**config.mk**
```make
export PLATFORM = sky130hd
export DESIGN_NAME = rts_seq
export DESIGN_NICKNAME = d
export VERILOG_FILES = /design/src/rts_pkg.sv /design/src/rts_step_if.sv /design/src/rts_step_gen.sv /design/src/rts_seq.sv
export SDC_FILE = /design/constraint.sdc
export NUM_CORES = 1
export LEC_CHECK = 0
export BUFFER_PORTS_ARGS = -buffer_cell sky130_fd_sc_hd__buf_2
export CORE_MARGIN = 2
export CORE_UTILIZATION = 68
export CTS_BUF_LIST = sky130_fd_sc_hd__clkbuf_4
export DETAILED_ROUTE_END_ITERATION = 8
export GPL_TIMING_DRIVEN = 0
export PLACE_DENSITY = 0.88
export SLEW_MARGIN = 20
export SYNTH_ARGS = -nofsm -noshare
export SYNTH_HDL_FRONTEND = slang
export SYNTH_SLANG_ARGS = --single-unit
```
**constraint.sdc**
```tcl
create_clock -name clk -period 21.4 [get_ports clk]
set_input_delay 4.28 -clock clk [delete_from_list [all_inputs] [get_ports clk]]
set_output_delay 4.28 -clock clk [all_outputs]
set_load 0.05 [all_outputs]
```
**src/rts_pkg.sv**
```systemverilog
// shared constants and types for the return-to-origin sequencer
package rts_pkg;
  // widths
  localparam int SPD_W = 22;
  localparam int STP_W = 23;
  localparam int FLT_W = 8;
  localparam int TRQ_W = 14;
  // register byte offsets
  localparam logic [7:0] A_CTRL = 8'h00;
  localparam logic [7:0] A_START = 8'h04;
  localparam logic [7:0] A_RUN = 8'h08;
  localparam logic [7:0] A_LAST = 8'h0C;
  localparam logic [7:0] A_BACK = 8'h10;
  localparam logic [7:0] A_ONEWAY = 8'h14;
  localparam logic [7:0] A_PRESET = 8'h18;
  localparam logic [7:0] A_OFFSET = 8'h1C;
  localparam logic [7:0] A_FILTER = 8'h20;
  localparam logic [7:0] A_TORQUE = 8'h24;
  localparam logic [7:0] A_STATUS = 8'h28;
  localparam logic [7:0] A_POS = 8'h2C;
  // control field positions
  localparam int C_MODE = 0;
  localparam int C_DIR = 2;
  localparam int C_SENSOR_INPUT_A = 3;
  localparam int C_ENCZ = 4;
  localparam int C_OPSEL = 6;
  // status field positions
  localparam int S_READY = 3;
  localparam int S_BUSY = 4;
  localparam int S_DONE = 5;
  localparam int S_CV = 6;
  // synchroniser bit positions
  localparam int P_SERVO = 0;
  localparam int P_SEEK = 1;
  localparam int P_LPOS = 2;
  localparam int P_LNEG = 3;
  localparam int P_ORG = 4;
  localparam int P_SENSOR_INPUT_A = 5;
  localparam int P_ENCZ = 6;
  // encodings
  localparam logic [1:0] MODE_2S = 2'h0;
  localparam logic [1:0] MODE_3S = 2'h1;
  localparam logic [1:0] MODE_1W = 2'h2;
  localparam logic [1:0] ENCZ_ON = 2'h2;
  // reset values
  localparam logic [1:0] RST_MODE = 2'h1;
  localparam logic RST_DIR = 1'b1;
  localparam logic RST_OPSEL = 1'b1;
  localparam logic [SPD_W-1:0] RST_START = 22'h0001F4;
  localparam logic [SPD_W-1:0] RST_RUN = 22'h0003E8;
  localparam logic [SPD_W-1:0] RST_LAST = 22'h0001F4;
  localparam logic [STP_W-1:0] RST_STEPS = 23'h0001F4;
  localparam logic [FLT_W-1:0] RST_FILT = 8'h01;
  localparam logic [TRQ_W-1:0] RST_TRQ = 14'h03E8;
  localparam logic [TRQ_W-1:0] TRQ_FULL = 14'h2710;
  // timing
  localparam int CLK_NS = 10;
  localparam int FILT_UNIT_NS = 1000000;
  localparam logic [26:0] CLK_HZ = 27'h5F5E100;
  // sequencer states, gray in the order listed
  typedef enum logic [2:0] {
    ST_IDLE = 3'h0, ST_SEEK = 3'h1, ST_REV = 3'h3, ST_LEAVE = 3'h2,
    ST_STEPS = 3'h6, ST_QUAL = 3'h7, ST_OFFS = 3'h5, ST_FIN = 3'h4
  } rts_st_e;
endpackage

```
**src/rts_step_if.sv**
```systemverilog
// speed command and step pulse between sequencer and step generator
`timescale 1ns/1ps
interface rts_step_if;
  logic [rts_pkg::SPD_W-1:0] speed;
  logic pulse;
  modport gen (input speed, output pulse);
  modport seq (output speed, input pulse);
endinterface

```
**src/rts_step_gen.sv**
```systemverilog
// step pulse generator: phase accumulator at the commanded rate in Hz
`timescale 1ns/1ps
module rts_step_gen (
  // clock and reset
  input wire logic clk,
  input wire logic rst_n,
  // speed in, pulse out
  rts_step_if.gen st
);
  typedef struct packed {
    logic [26:0] acc;
    logic pulse;
  } rts_gen_s;
  rts_gen_s s_r, s_nxt;
  logic [27:0] sum;

  // one pulse each time the accumulator passes the clock rate
  always_comb begin
    s_nxt = s_r;
    sum = {1'b0, s_r.acc} + {6'h00, st.speed};
    s_nxt.pulse = 1'b0;
    if (sum >= {1'b0, rts_pkg::CLK_HZ}) begin
      s_nxt.acc = 27'(sum - {1'b0, rts_pkg::CLK_HZ});
      s_nxt.pulse = 1'b1;
    end else begin
      s_nxt.acc = sum[26:0];
    end
  end

  always_ff @(posedge clk or negedge rst_n) begin
    if (!rst_n) begin
      s_r <= '0;
    end else begin
      s_r <= s_nxt;
    end
  end

  assign st.pulse = s_r.pulse;
endmodule

```
**src/rts_seq.sv**
```systemverilog
// return-to-origin sequencer with register port and motion outputs
`timescale 1ns/1ps
// Notes on behaviour
// - mode 0/1/2 picks 2-sensor/3-sensor/one-way
// - start direction 0 negative, 1 positive
// - configurable start speed, default 500
// - configurable run speed, default 1000
// - final approach at last speed
// - 2-sensor: backward steps after leaving limit
// - one-way: fixed steps after leaving origin
// - preset loads origin coordinate at completion
// - coordinates invalid throughout the search
// - nonzero offset moved after search
// - sensor_input_a sensor qualifies origin when enabled
// - encoder zero qualifies origin when 2
// - command filter 1 to 200 ms; the filter register takes any 8-bit value, 0 to 255, unchecked
// - torque capped during search
// - selector picks encoder or user settings
// - request drops ready, raises motion
// - 3-sensor: origin on completes search
// - 3-sensor: reverse at limit, stop at origin
// - 2-sensor: reverse, leave limit, back steps
// - qualifiers extend motion until detected
module rts_seq #(
  parameter int MS_CYCLES = rts_pkg::FILT_UNIT_NS / rts_pkg::CLK_NS
) (
  // clock and reset
  input wire logic clk,
  input wire logic rst_n,
  // register port
  input wire logic [7:0] reg_addr,
  input wire logic [31:0] reg_wdata,
  input wire logic reg_wr,
  input wire logic reg_rd,
  output logic [31:0] reg_rdata,
  // host handshake
  input wire logic servo_on,
  input wire logic origin_seek_req,
  output logic ready,
  output logic direct_cmd_ready,
  output logic motion_active,
  output logic operation_busy_output,
  output logic return_done,
  output logic coords_valid_output,
  // external sensors
  input wire logic limit_pos,
  input wire logic limit_neg,
  input wire logic origin_sensor_input,
  input wire logic sensor_input_a,
  input wire logic encoder_zero_signal,
  // settings stored in the encoder
  input wire logic [rts_pkg::FLT_W-1:0] enc_filter_ms,
  input wire logic [rts_pkg::TRQ_W-1:0] enc_torque_limit,
  // motion command
  output logic step_pulse,
  output logic step_dir,
  output logic [rts_pkg::SPD_W-1:0] cmd_speed,
  output logic [rts_pkg::TRQ_W-1:0] torque_limit,
  output logic [31:0] position
);
  localparam int SW = rts_pkg::SPD_W;

  typedef struct packed {
    rts_pkg::rts_st_e st;
    logic [6:0] sy1;
    logic [6:0] sy2;
    logic [6:0] prev;
    logic [1:0] mode;
    logic dir_cfg;
    logic sensor_input_a_en;
    logic [1:0] encz_sel;
    logic op_sel;
    logic [SW-1:0] start_spd;
    logic [SW-1:0] run_spd;
    logic [SW-1:0] last_spd;
    logic [rts_pkg::STP_W-1:0] back;
    logic [rts_pkg::STP_W-1:0] oneway;
    logic [31:0] preset;
    logic [31:0] offset;
    logic [rts_pkg::FLT_W-1:0] filt;
    logic [rts_pkg::TRQ_W-1:0] trq;
    logic [31:0] rdata;
    logic [31:0] cnt;
    logic [31:0] pos;
    logic [SW-1:0] spd;
    logic [16:0] ms;
    logic dir;
    logic done;
    logic cv;
  } rts_state_s;

  rts_state_s s_r, s_nxt;
  rts_step_if stp ();

  logic servo, seek_rise, lim_fwd, lim_back, org, org_rise, org_fall;
  logic moving, tick, qual_ok, start;
  logic [SW-1:0] tgt;
  logic [2:0] shift;
  logic [SW:0] diff, dstep;
  logic [rts_pkg::FLT_W-1:0] eff_filt;

  // floor log2 of the filter time gives the smoothing shift
  function automatic logic [2:0] flog2(input logic [7:0] v);
    logic [2:0] r;
    r = 3'h0;
    for (int i = 1; i < 8; i++) begin
      if (v[i]) begin
        r = 3'(i);
      end
    end
    return r;
  endfunction

  // ----------------------------------------------------------
  // input decode
  // ----------------------------------------------------------
  // every edge detector compares the second sync stage with the stage after it (prev)
  always_comb begin
    servo = s_r.sy2[rts_pkg::P_SERVO];
    seek_rise = s_r.sy2[rts_pkg::P_SEEK] & ~s_r.prev[rts_pkg::P_SEEK];
    org = s_r.sy2[rts_pkg::P_ORG];
    org_rise = org & ~s_r.prev[rts_pkg::P_ORG];
    org_fall = ~org & s_r.prev[rts_pkg::P_ORG];
    lim_fwd = s_r.dir ? s_r.sy2[rts_pkg::P_LPOS] : s_r.sy2[rts_pkg::P_LNEG];
    lim_back = s_r.dir ? s_r.sy2[rts_pkg::P_LNEG] : s_r.sy2[rts_pkg::P_LPOS];
    ready = (s_r.st == rts_pkg::ST_IDLE) & servo;
    start = seek_rise & ready;
    moving = (s_r.st != rts_pkg::ST_IDLE) & (s_r.st != rts_pkg::ST_FIN);
    tick = (s_r.ms == 17'(MS_CYCLES - 1));
    // every enabled qualifier must be present at once
    qual_ok = (~s_r.sensor_input_a_en | s_r.sy2[rts_pkg::P_SENSOR_INPUT_A])
            & ((s_r.encz_sel != rts_pkg::ENCZ_ON) | s_r.sy2[rts_pkg::P_ENCZ])
            & ((s_r.mode != rts_pkg::MODE_3S) | org);
    eff_filt = s_r.op_sel ? s_r.filt : enc_filter_ms;
    shift = flog2(eff_filt);
  end

  // ----------------------------------------------------------
  // target speed per phase
  // ----------------------------------------------------------
  always_comb begin
    case (s_r.st)
      rts_pkg::ST_SEEK: begin
        tgt = (s_r.mode == rts_pkg::MODE_2S) ? s_r.start_spd : s_r.run_spd;
      end
      rts_pkg::ST_REV: begin
        tgt = (s_r.mode == rts_pkg::MODE_2S) ? s_r.last_spd : s_r.run_spd;
      end
      rts_pkg::ST_LEAVE, rts_pkg::ST_QUAL: begin
        tgt = s_r.last_spd;
      end
      rts_pkg::ST_STEPS, rts_pkg::ST_OFFS: begin
        tgt = (s_r.cnt == 32'h0) ? '0 : s_r.start_spd;
      end
      default: begin
        tgt = '0;
      end
    endcase
    diff = (SW+1)'($signed({1'b0, tgt}) - $signed({1'b0, s_r.spd}));
    dstep = (SW+1)'($signed(diff) >>> shift);
  end

  // ----------------------------------------------------------
  // next state
  // ----------------------------------------------------------
  always_comb begin
    s_nxt = s_r;
    s_nxt.sy1 = {encoder_zero_signal, sensor_input_a, origin_sensor_input,
                 limit_neg, limit_pos, origin_seek_req, servo_on};
    s_nxt.sy2 = s_r.sy1;
    s_nxt.prev = s_r.sy2;
    s_nxt.rdata = 32'h0;
    s_nxt.ms = tick ? 17'h0 : 17'(s_r.ms + 17'h1);
    // register writes; widths above each field are dropped
    if (reg_wr) begin
      case (reg_addr)
        rts_pkg::A_CTRL: begin
          s_nxt.mode = reg_wdata[rts_pkg::C_MODE +: 2];
          s_nxt.dir_cfg = reg_wdata[rts_pkg::C_DIR];
          s_nxt.sensor_input_a_en = reg_wdata[rts_pkg::C_SENSOR_INPUT_A];
          s_nxt.encz_sel = reg_wdata[rts_pkg::C_ENCZ +: 2];
          s_nxt.op_sel = reg_wdata[rts_pkg::C_OPSEL];
        end
        rts_pkg::A_START: s_nxt.start_spd = reg_wdata[SW-1:0];
        rts_pkg::A_RUN: s_nxt.run_spd = reg_wdata[SW-1:0];
        rts_pkg::A_LAST: s_nxt.last_spd = reg_wdata[SW-1:0];
        rts_pkg::A_BACK: s_nxt.back = reg_wdata[rts_pkg::STP_W-1:0];
        rts_pkg::A_ONEWAY: s_nxt.oneway = reg_wdata[rts_pkg::STP_W-1:0];
        rts_pkg::A_PRESET: s_nxt.preset = reg_wdata;
        rts_pkg::A_OFFSET: s_nxt.offset = reg_wdata;
        rts_pkg::A_FILTER: s_nxt.filt = reg_wdata[rts_pkg::FLT_W-1:0];
        rts_pkg::A_TORQUE: s_nxt.trq = reg_wdata[rts_pkg::TRQ_W-1:0];
        default: begin
        end
      endcase
    end
    // register reads, unmapped offsets answer zero
    if (reg_rd) begin
      case (reg_addr)
        rts_pkg::A_CTRL: begin
          s_nxt.rdata = {25'h0, s_r.op_sel, s_r.encz_sel, s_r.sensor_input_a_en,
                         s_r.dir_cfg, s_r.mode};
        end
        rts_pkg::A_START: s_nxt.rdata = {10'h0, s_r.start_spd};
        rts_pkg::A_RUN: s_nxt.rdata = {10'h0, s_r.run_spd};
        rts_pkg::A_LAST: s_nxt.rdata = {10'h0, s_r.last_spd};
        rts_pkg::A_BACK: s_nxt.rdata = {9'h0, s_r.back};
        rts_pkg::A_ONEWAY: s_nxt.rdata = {9'h0, s_r.oneway};
        rts_pkg::A_PRESET: s_nxt.rdata = s_r.preset;
        rts_pkg::A_OFFSET: s_nxt.rdata = s_r.offset;
        rts_pkg::A_FILTER: s_nxt.rdata = {24'h0, s_r.filt};
        rts_pkg::A_TORQUE: s_nxt.rdata = {18'h0, s_r.trq};
        rts_pkg::A_STATUS: begin
          s_nxt.rdata = {25'h0, s_r.cv, s_r.done, moving, ready, s_r.st};
        end
        rts_pkg::A_POS: s_nxt.rdata = s_r.pos;
        default: s_nxt.rdata = 32'h0;
      endcase
    end
    // command filter: move a 1/2^shift share toward target each ms
    if (tick) begin
      if (dstep == '0) begin
        s_nxt.spd = tgt;
      end else begin
        s_nxt.spd = SW'($signed({1'b0, s_r.spd}) + $signed(dstep));
      end
    end
    // position follows every emitted step
    if (stp.pulse && moving) begin
      s_nxt.pos = s_r.dir ? s_r.pos + 32'h1 : s_r.pos - 32'h1;
      if (s_r.cnt != 32'h0) begin
        s_nxt.cnt = s_r.cnt - 32'h1;
      end
    end
    // search sequence
    case (s_r.st)
      rts_pkg::ST_IDLE: begin
        if (start) begin
          s_nxt.st = rts_pkg::ST_SEEK;
          s_nxt.dir = s_r.dir_cfg;
          s_nxt.done = 1'b0;
          s_nxt.cv = 1'b0;
          s_nxt.spd = '0;
        end
      end
      rts_pkg::ST_SEEK: begin
        if (s_r.mode == rts_pkg::MODE_1W) begin
          if (org_rise) begin
            s_nxt.st = rts_pkg::ST_LEAVE;
          end
        end else if (s_r.mode == rts_pkg::MODE_3S && org_rise) begin
          s_nxt.st = rts_pkg::ST_QUAL;
        end else if (lim_fwd) begin
          s_nxt.dir = ~s_r.dir;
          s_nxt.st = rts_pkg::ST_REV;
        end
      end
      rts_pkg::ST_REV: begin
        if (s_r.mode == rts_pkg::MODE_2S) begin
          // limit now lies behind; wait until it clears
          if (!lim_back) begin
            s_nxt.cnt = {9'h0, s_r.back};
            s_nxt.st = rts_pkg::ST_STEPS;
          end
        end else if (org_rise) begin
          s_nxt.st = rts_pkg::ST_QUAL;
        end
      end
      rts_pkg::ST_LEAVE: begin
        if (org_fall) begin
          s_nxt.cnt = {9'h0, s_r.oneway};
          s_nxt.st = rts_pkg::ST_STEPS;
        end
      end
      rts_pkg::ST_STEPS: begin
        if (s_r.cnt == 32'h0) begin
          s_nxt.st = rts_pkg::ST_QUAL;
        end
      end
      rts_pkg::ST_QUAL: begin
        // with no qualifier enabled this passes in one cycle
        if (qual_ok) begin
          s_nxt.st = rts_pkg::ST_OFFS;
          s_nxt.dir = ~s_r.offset[31];
          s_nxt.cnt = s_r.offset[31] ? 32'(-s_r.offset) : s_r.offset;
        end
      end
      rts_pkg::ST_OFFS: begin
        if (s_r.cnt == 32'h0) begin
          s_nxt.st = rts_pkg::ST_FIN;
        end
      end
      rts_pkg::ST_FIN: begin
        s_nxt.pos = s_r.preset;
        s_nxt.done = 1'b1;
        s_nxt.cv = 1'b1;
        s_nxt.spd = '0;
        s_nxt.st = rts_pkg::ST_IDLE;
      end
      default: begin
        s_nxt.st = rts_pkg::ST_IDLE;
      end
    endcase
    // losing servo aborts; coordinates stay invalid
    if (moving && !servo) begin
      s_nxt.st = rts_pkg::ST_IDLE;
      s_nxt.spd = '0;
    end
  end

  // ----------------------------------------------------------
  // state register
  // ----------------------------------------------------------
  always_ff @(posedge clk or negedge rst_n) begin
    if (!rst_n) begin
      s_r <= '0;
      s_r.st <= rts_pkg::ST_IDLE;
      s_r.mode <= rts_pkg::RST_MODE;
      s_r.dir_cfg <= rts_pkg::RST_DIR;
      s_r.op_sel <= rts_pkg::RST_OPSEL;
      s_r.start_spd <= rts_pkg::RST_START;
      s_r.run_spd <= rts_pkg::RST_RUN;
      s_r.last_spd <= rts_pkg::RST_LAST;
      s_r.back <= rts_pkg::RST_STEPS;
      s_r.oneway <= rts_pkg::RST_STEPS;
      s_r.filt <= rts_pkg::RST_FILT;
      s_r.trq <= rts_pkg::RST_TRQ;
    end else begin
      s_r <= s_nxt;
    end
  end

  // step generator runs only while a phase wants motion
  assign stp.speed = moving && tgt != '0 ? s_r.spd : '0;
  rts_step_gen u_gen (
    .clk(clk),
    .rst_n(rst_n),
    .st(stp.gen)
  );

  // ----------------------------------------------------------
  // outputs
  // ----------------------------------------------------------
  assign reg_rdata = s_r.rdata;
  assign direct_cmd_ready = ready;
  assign motion_active = moving;
  assign operation_busy_output = moving;
  assign return_done = s_r.done;
  assign coords_valid_output = s_r.cv;
  assign step_pulse = stp.pulse & moving;
  assign step_dir = s_r.dir;
  assign cmd_speed = stp.speed;
  assign position = s_r.pos;
  // the cap only applies during the search
  assign torque_limit = moving ? (s_r.op_sel ? s_r.trq : enc_torque_limit)
                               : rts_pkg::TRQ_FULL;
endmodule

```
==> results of run 1 <==
## critical path: cells and delay by family (launching register included)
kind / cells / cell delay (ns)
AOI/OAI and AO/OA: 12 / 4.40
xor gates and xnor gates: 2 / 0.40
adders and majority gates: 2 / 0.50
buffers and inverters: 6 / 1.25
DFF: 1 / 0.39
and+or+nand+nor: 13 / 4.03
## worst paths after layout
check	startpoint	cells past startpoint	end
min reg2reg	s_nxt[350]	0	s_nxt[343]
min	s_nxt[350]	0	s_nxt[343]
max	s_r[74]	35	u_gen.s_r[22]
max reg2reg	s_r[74]	35	u_gen.s_r[22]
min in group asynchronous	rst_n	1	s_r[18]
max in group asynchronous	rst_n	3	s_r[274]
## area by class of cell
cell class	count	area share (%)
inverters	79	1.06
multi-input cells	1923	49.8
well taps	468	2.09
clock inverters	17	0.616
repair buffers	177	3.53
clock buffers	159	4.26
diodes	4	0.0357
flip-flops and latches	389	34.9
plain buffers	203	3.70
## power groups by stage
stage | sequential (mW) | clock, mW | combinational, mW
finish | 0.869 | 0.703 | 1.30
CTS | 0.862 | 0.700 | 1.26
global route | 0.871 | 0.741 | 1.39
global placement | 0.871 | 0 | 1.21
floorplan | 0.851 | 0 | 0.928
detailed placement | 0.875 | 0 | 1.26
## cell families (layout without fill, tap and decap cells)
logic type / count (synthesis) / in the layout / share of synthesized area [%]
flops: 389 / 389 / 39.0
fa+ha+maj: 97 / 97 / 4.92
other cells: 0 / 4 / 0
xor+xnor: 182 / 182 / 6.42
simple gates: 729 / 729 / 14.5
mux: 234 / 234 / 10.4
compound gates: 681 / 681 / 19.5
buf+inv: 282 / 635 / 5.31
## cells in the final DEF, fill, tap and decap left out, types with 88 or more instances in the layout
| cell type | Yosys | routed |
|---|---|---|
| sky130_fd_sc_hd__nand2_1 | 181 | 181 |
| sky130_fd_sc_hd__a21oi_1 | 100 | 100 |
| sky130_fd_sc_hd__o21ai_0 | 140 | 140 |
| sky130_fd_sc_hd__clkbuf_4 | 0 | 159 |
| sky130_fd_sc_hd__nor2_1 | 179 | 179 |
| sky130_fd_sc_hd__buf_2 | 6 | 177 |
| sky130_fd_sc_hd__ha_1 | 88 | 88 |
| sky130_fd_sc_hd__clkbuf_1 | 93 | 93 |
| sky130_fd_sc_hd__dfrtp_1 | 349 | 349 |
| sky130_fd_sc_hd__xnor2_1 | 128 | 128 |
| sky130_fd_sc_hd__mux2_2 | 209 | 209 |
## cell usage after synthesis (18+ instances only)
cell type	n	area [um2]
sky130_fd_sc_hd__nor3_1	59	295
sky130_fd_sc_hd__a222oi_1	39	390
sky130_fd_sc_hd__a21oi_1	100	500
sky130_fd_sc_hd__or3_1	31	194
sky130_fd_sc_hd__o31ai_1	18	135
sky130_fd_sc_hd__a22oi_1	70	526
sky130_fd_sc_hd__nand4_1	23	144
sky130_fd_sc_hd__a221oi_1	39	342
sky130_fd_sc_hd__and2_1	39	244
sky130_fd_sc_hd__inv_1	78	293
sky130_fd_sc_hd__xnor2_1	128	1120
sky130_fd_sc_hd__nand3_1	60	300
sky130_fd_sc_hd__and3_1	42	263
sky130_fd_sc_hd__a31oi_1	33	206
sky130_fd_sc_hd__ha_1	88	1100
sky130_fd_sc_hd__nand2b_1	21	131
sky130_fd_sc_hd__o21ai_0	140	701
sky130_fd_sc_hd__buf_1	34	128
sky130_fd_sc_hd__or2_2	18	113
sky130_fd_sc_hd__clkbuf_1	93	349
sky130_fd_sc_hd__a21o_1	26	195
sky130_fd_sc_hd__nor2_1	179	672
sky130_fd_sc_hd__mux2_2	209	2350
sky130_fd_sc_hd__dfrtp_1	349	8730
sky130_fd_sc_hd__xor2_1	52	455
sky130_fd_sc_hd__nand2_1	181	679
sky130_fd_sc_hd__mux2i_1	25	250
sky130_fd_sc_hd__buf_4	69	518
sky130_fd_sc_hd__a22o_1	31	272
sky130_fd_sc_hd__dfstp_2	40	1050
sky130_fd_sc_hd__a211oi_1	19	143
## routing by layer
| metal | track usage [%] | share of wire (%) |
|---|---|---|
| met3 | 10.2 | 11 |
| met2 | 71.7 | 46 |
| met5 | 0 | 0 |
| met4 | 28.9 | 7.2 |
| met1 | 55.2 | 36 |
## metrics by stage
| stage | hold WS (ns) | utilization (%) | cells | setup WS [ns] |
|---|---|---|---|---|
| 6_report | 0.348 | 77.0 | 3419 | 10.31 |
| 4_1_cts | 0.351 | 76.9 | 3415 | 10.77 |
| 2_1_floorplan | 0.331 | - | 2594 | 11.90 |
| 5_1_grt | 0.355 | 77.0 | 3419 | 9.93 |
| 3_3_place_gp | 0.333 | 72.8 | 3233 | 8.70 |
| 3_5_place_dp | 0.336 | 73.2 | 3239 | 10.65 |
## flip-flops by register name, indices dropped and copies added (netlist names)
register / cells
step_dir: 1
s_r: 281
u_gen.s_r: 27
return_done: 1
s_nxt: 13
u_gen.st.pulse: 1
reg_rdata: 32
org: 1
position: 32
==> results.md, run 1 <==
* Run status: finished clean
* Max Root-Sink Buffers at 3
* Area growth from synthesis to layout at 11.8%
* Delay contributed by the slowest stage of the critical path at 1.00 ns
* FFs w/ async S/R, synth at 100%
* Final estimated routing congestion in global placement at 1.03
* Nets at between 3000 and 4000
* Largest net degree at the start of global routing at between 100 and 150
* Gate count after technology mapping at 2594
* Final Hold Violating Endpoints at 0
* Number of clock sinks at a little under 400
* Router iterations before antenna repair at 7
* Max-slew headroom at 11.8%
* Clock network power share at 24.5%
* Combinational Power Share at between 40% and 50%
* # resized after CTS at 0
* Sequential cell area fraction in the yosys report at 39.0%
* Area enclosed by the die boundary at between 30000 and 40000 um2
* Portion of the clock cycle consumed by the worst path in the final layout at between 50% and 60%
* Total placed instance area at about 27000 um2
* Floorplan die width at approximately 200 um
* Max Clk Rate at 90.2 MHz
* Number of setup buffers added after CTS at 0
* Category of the most critical setup path: reg2reg
* Clock tree from TritonCTS: done
* Final slew viol count at 0
* DRC marker count from the first detailed-route iteration at about 2700
* Vias in the first global route at 23200
* Area of all sequential standard cells at 9780 um2
* Synthesized netlist net count at 2759
* Tightest Pin Transition at 1.31 ns
* Total Wirelength at slightly below 90 mm
* Number of levels the H-tree was split into at 3
* Count of different cell masters after synthesis at 98
* Global-route wire length before repair at 132 mm
* Detailed-route DRC error count at 0
* Vias/cell at 6.93
* Final global-route overflow total at 0
* Internal power summed over all cells at 1.63 mW
* Worst reg2reg setup slack at just over 10 ns
* Boundary pin count at around 180
* Via count at about 24000
* Initial antenna violation count at 3
* Maximum clock skew at final layout at just under 0.05 ns
* Switching power summed over all nets at about 1.2 mW
* Number of antenna-violating nets in the routed design at 0
* Overall power of the completed layout at about 2.9 mW
* Most used flip-flop cell after synthesis: sky130_fd_sc_hd__dfrtp_1
* Tot GR Track Use at about 45%
* Initial cell density of the core at about 69%
* Yosys reg bits at roughly 400
* Latest clock arrival within the worst-skew pair at 0.85 ns
* Number of enable flip-flop cells after synthesis at 0
* Count of yosys warnings during synthesis at 0
* Hold Path Class: reg2reg
* Placeable Area at ~36000 um2
* Worst path arrival time at about 12 ns
* Number of CTS-inserted buffers at 101
* Final-report setup violation count at 0
* Seq pwr share at a little under a third
* Worst Path Required at about 22 ns
* Hold Buf Count CTS at 0
* Combined area of all synthesized cells at approximately 25000 um2
* Die Height at approximately 200 um
* # Max-Cap Violations at 0
* Cell Rows at 70
* Average wire length per cell after detail routing at around 25 um
* Number of fill cells in the layout at around 2500
* Clock transition at the register clock pins on the worst setup and hold paths after CTS at approximately 0.07 ns
* Total Neg Setup Slack at 0 ns
* CTS Root Cell: sky130_fd_sc_hd__clkbuf_4
* RSZ-0062 raised after global routing: false
* Final non-filler cell area at roughly 28000 um2
* Maximum fanout along the worst path at 10
* Final worst path period need at about 11 ns
* Worst ir drop on vdd at roughly 100 uV
* Max stage delay cell, worst path: sky130_fd_sc_hd__a221oi_1
* Fraction of power spent switching nets at about 43%
* Detailed-placement wirelength estimate at around 65 mm
* Standby leakage power at roughly 13 nW
* Critical path startpoint category: flop
* Pwr/cell area at slightly above 100 nW/um2
* Mean post-synth cell area at between 9 and 10 um2
* Critical path capture point type: flop
* Port Buf Inserts at 171
* Area taken by multi-input logic gates at approximately 14000 um2
* Share of post-route cells with drive strength above 1 at approximately 24%
Note: power is estimated with default switching activity, not from simulation.
==> inputs of run 2 (changes only) <==
- CORE_UTILIZATION: 68 -> 57
- PLACE_DENSITY: 0.88 -> 0.79
- clock period: 21.4 -> 9.8 ns (I/O delays scaled with it)
==> run 2 against run 1 <==
- highest routed layer is now met5
- critical path depth fell by 1
- via count fell by 1.3%
- final cell count rose by 3.8%
- combinational power rose by 120%
- sequential share of layout area fell by 0.46 points
- clock power rose by 120%
- count of clock-buffer cells in the layout fell by 5
- register-to-register slack got worse by 9.9 ns
- core utilization fell by 11 points
==> results.md, run 2 (synthesis results as in run 1) <==
* Run status: finished clean
* Number of levels the H-tree was split into at 3
* Fraction of power spent switching nets at between 40% and 50%
* Critical path capture point type: flop
* Pwr/cell area at between 200 and 250 nW/um2
* Initial cell density of the core at slightly below 60%
* Die Height at 214 um
* Number of CTS-inserted buffers at 107
* Initial antenna violation count at 4
* Maximum clock skew at final layout at 0.0746 ns
* Cell Rows at between 70 and 80
* Hold Buf Count CTS at 0
* Latest clock arrival within the worst-skew pair at 0.92 ns
* Number of placed instances, taps included at ~3400
* Most used cells in the layout excluding fill and tap cells: 349 x sky130_fd_sc_hd__dfrtp_1, 209 x sky130_fd_sc_hd__mux2_2, 181 x sky130_fd_sc_hd__nand2_1
* Boundary pin count at roughly 180
* Area enclosed by the die boundary at between 40000 and 50000 um2
* Combinational Power Share at between 40% and 50%
* Final Hold Violating Endpoints at 0
* Delay contributed by the slowest stage of the critical path at 0.56 ns
* Top Layer Used: met5
* CTS Root Cell: sky130_fd_sc_hd__clkbuf_4
* Largest register FFs at between 200 and 300
* Clock network power share at between 20 and 25%
* Vias in the first global route at 22800
* Number of fill cells in the layout at between 3000 and 4000
* Max stage delay cell, worst path: sky130_fd_sc_hd__or4_4
* Worst-case setup slack after placement at -1.09 ns
* Routed length on met1 at about 34 mm
* Number of antenna-violating nets in the routed design at 0
* Via count at around 23000
* Detailed-route DRC error count at 0
* Vias/cell at around 6.6
* Met3 wirelength from detailed routing at 8.36 mm
* Portion of the clock cycle consumed by the worst path in the final layout at 95.9%
* Internal power summed over all cells at approximately 3.6 mW
* Critical path startpoint category: flop
* Number of clock sinks at 389
* Standby leakage power at 13.3 nW
* Max-slew headroom at 22.6%
* Global-route wire length before repair at 133 mm
* # Max-Cap Violations at 0
* Max Clk Rate at 106 MHz
* Area growth from synthesis to layout at 13.3%
* Final global-route overflow total at 0
* Final-report setup violation count at 0
* Seq pwr share at a little under 30%
* Final worst path period need at roughly 9.4 ns
* Hold Path Class: reg2reg
* Leading cell type in the layout, fill and taps excluded: sky130_fd_sc_hd__dfrtp_1
* Category of the most critical setup path: reg2reg
* Worst ir drop on vdd at 205 uV
* Register ranked first by flip-flop count: s_r
* Clock tree from TritonCTS: done
* Worst path arrival time at between 10 and 15 ns
* Detailed-placement wirelength estimate at 66.1 mm
* DRC marker count from the first detailed-route iteration at around 2800
* Final slew viol count at 0
* Router iterations before antenna repair at 9
* Switching power summed over all nets at approximately 2.8 mW
* Average wire length per cell after detail routing at between 20 and 25 um
* Final estimated routing congestion in global placement at 0.999
* Placeable Area at around 43000 um2
* Met2 wire len at 40.6 mm
* Final worst-path setup slack at 0.397 ns
* Final cell count without fillers at between 3000 and 4000
* Maximum fanout along the worst path at 10
* Share of the core filled with cells in the final layout at 65.7%
* Worst Path Required at approximately 11 ns
* Total Wirelength at about 90 mm
* Floorplan die width at roughly 210 um
* Port Buf Inserts at about 170
* Clock transition at the register clock pins on the worst setup and hold paths after CTS at about 0.070 ns
* Share of post-route cells with drive strength above 1 at 25.1%
* Tightest Pin Transition at roughly 1.2 ns
* Tot GR Track Use at just under 40%
* Max Root-Sink Buffers at 3
* Nets at between 3000 and 4000
* Largest net degree at the start of global routing at 101
-- run 2: cell count changes in the layout (fill, tap and decap cells not counted), moves of 4 or more --
cell                       delta
sky130_fd_sc_hd__clkinv_1    +12
sky130_fd_sc_hd__a221oi_4     +6
sky130_fd_sc_hd__a21oi_2      +4
sky130_fd_sc_hd__a21oi_1      -4
sky130_fd_sc_hd__a221oi_1     -8
sky130_fd_sc_hd__clkbuf_4     -5
sky130_fd_sc_hd__clkinv_2     +5
-- run 2: routing by layer --
metal	global-route usage [%]	up-vias
li1	-	10200
met1	49.3	11500
met2	61.2	1357
met3	8.82	327
met4	20.8	2
met5	0	-
-- run 2: timing repair --
action	CTS	global route
setup buffers	0	2
endpoints found under the setup margin	22	22
cloned	0	0
resized for setup	18	16
pin swaps	0	4
-- run 2: worst paths after layout --
path | slack, ns | startpoint | to | cells past startpoint
max | 0.40 | s_r[74] | u_gen.s_r[24] | 34
min | 0.35 | s_nxt[352] | s_nxt[345] | 0
max reg2reg | 0.40 | s_r[74] | u_gen.s_r[24] | 34
min reg2reg | 0.35 | s_nxt[352] | s_nxt[345] | 0
max in group asynchronous | 7.42 | rst_n | u_gen.s_r[23] | 3
min in group asynchronous | 1.03 | rst_n | position[27] | 1
-- run 2: cell type report --
class	count	area, um2	share of cell area [%]
flip-flops and latches	389	9780	34.4
plain buffers	202	1030	3.64
inverters	79	297	1.04
clock inverters	35	274	0.964
clock buffers	154	1160	4.07
multi-input cells	1923	14100	49.7
repair buffers	179	1000	3.52
diodes	2	5.00	0.0176
well taps	585	732	2.58
-- run 2: power by group through the flow --
stage               registers, mW  clock network, mW  logic, mW
floorplan                    1.86                  0       2.03
global placement             1.91                  0       2.68
detailed placement           1.91                  0       2.76
CTS                          1.89               1.60       2.79
global route                 1.90               1.68       3.09
finish                       1.90               1.58       2.88
-- run 2: per-stage QoR --
stage / hold slack (ns) / cell area [um2] / power, mW / setup TNS, ns
after CTS: 0.346 / 28300 / 6.28 / 0
after detailed placement: 0.339 / 26800 / 4.67 / -13.84
final: 0.346 / 28400 / 6.36 / 0
after global routing: 0.356 / 28400 / 6.68 / -0.0151
after floorplan: 0.331 / 25100 / 3.89 / 0
after global placement: 0.339 / 26700 / 4.59 / -280.63
-- run 2: worst max-delay path, delay by kind of cell, from the launching register on --
| kind | cells | cell delay, ns |
|---|---|---|
| compound gates | 13 | 3.43 |
| xor+xnor | 2 | 0.45 |
| fa+ha+maj | 2 | 0.57 |
| buf+inv | 5 | 0.94 |
| flops | 1 | 0.39 |
| simple gates | 12 | 3.43 |
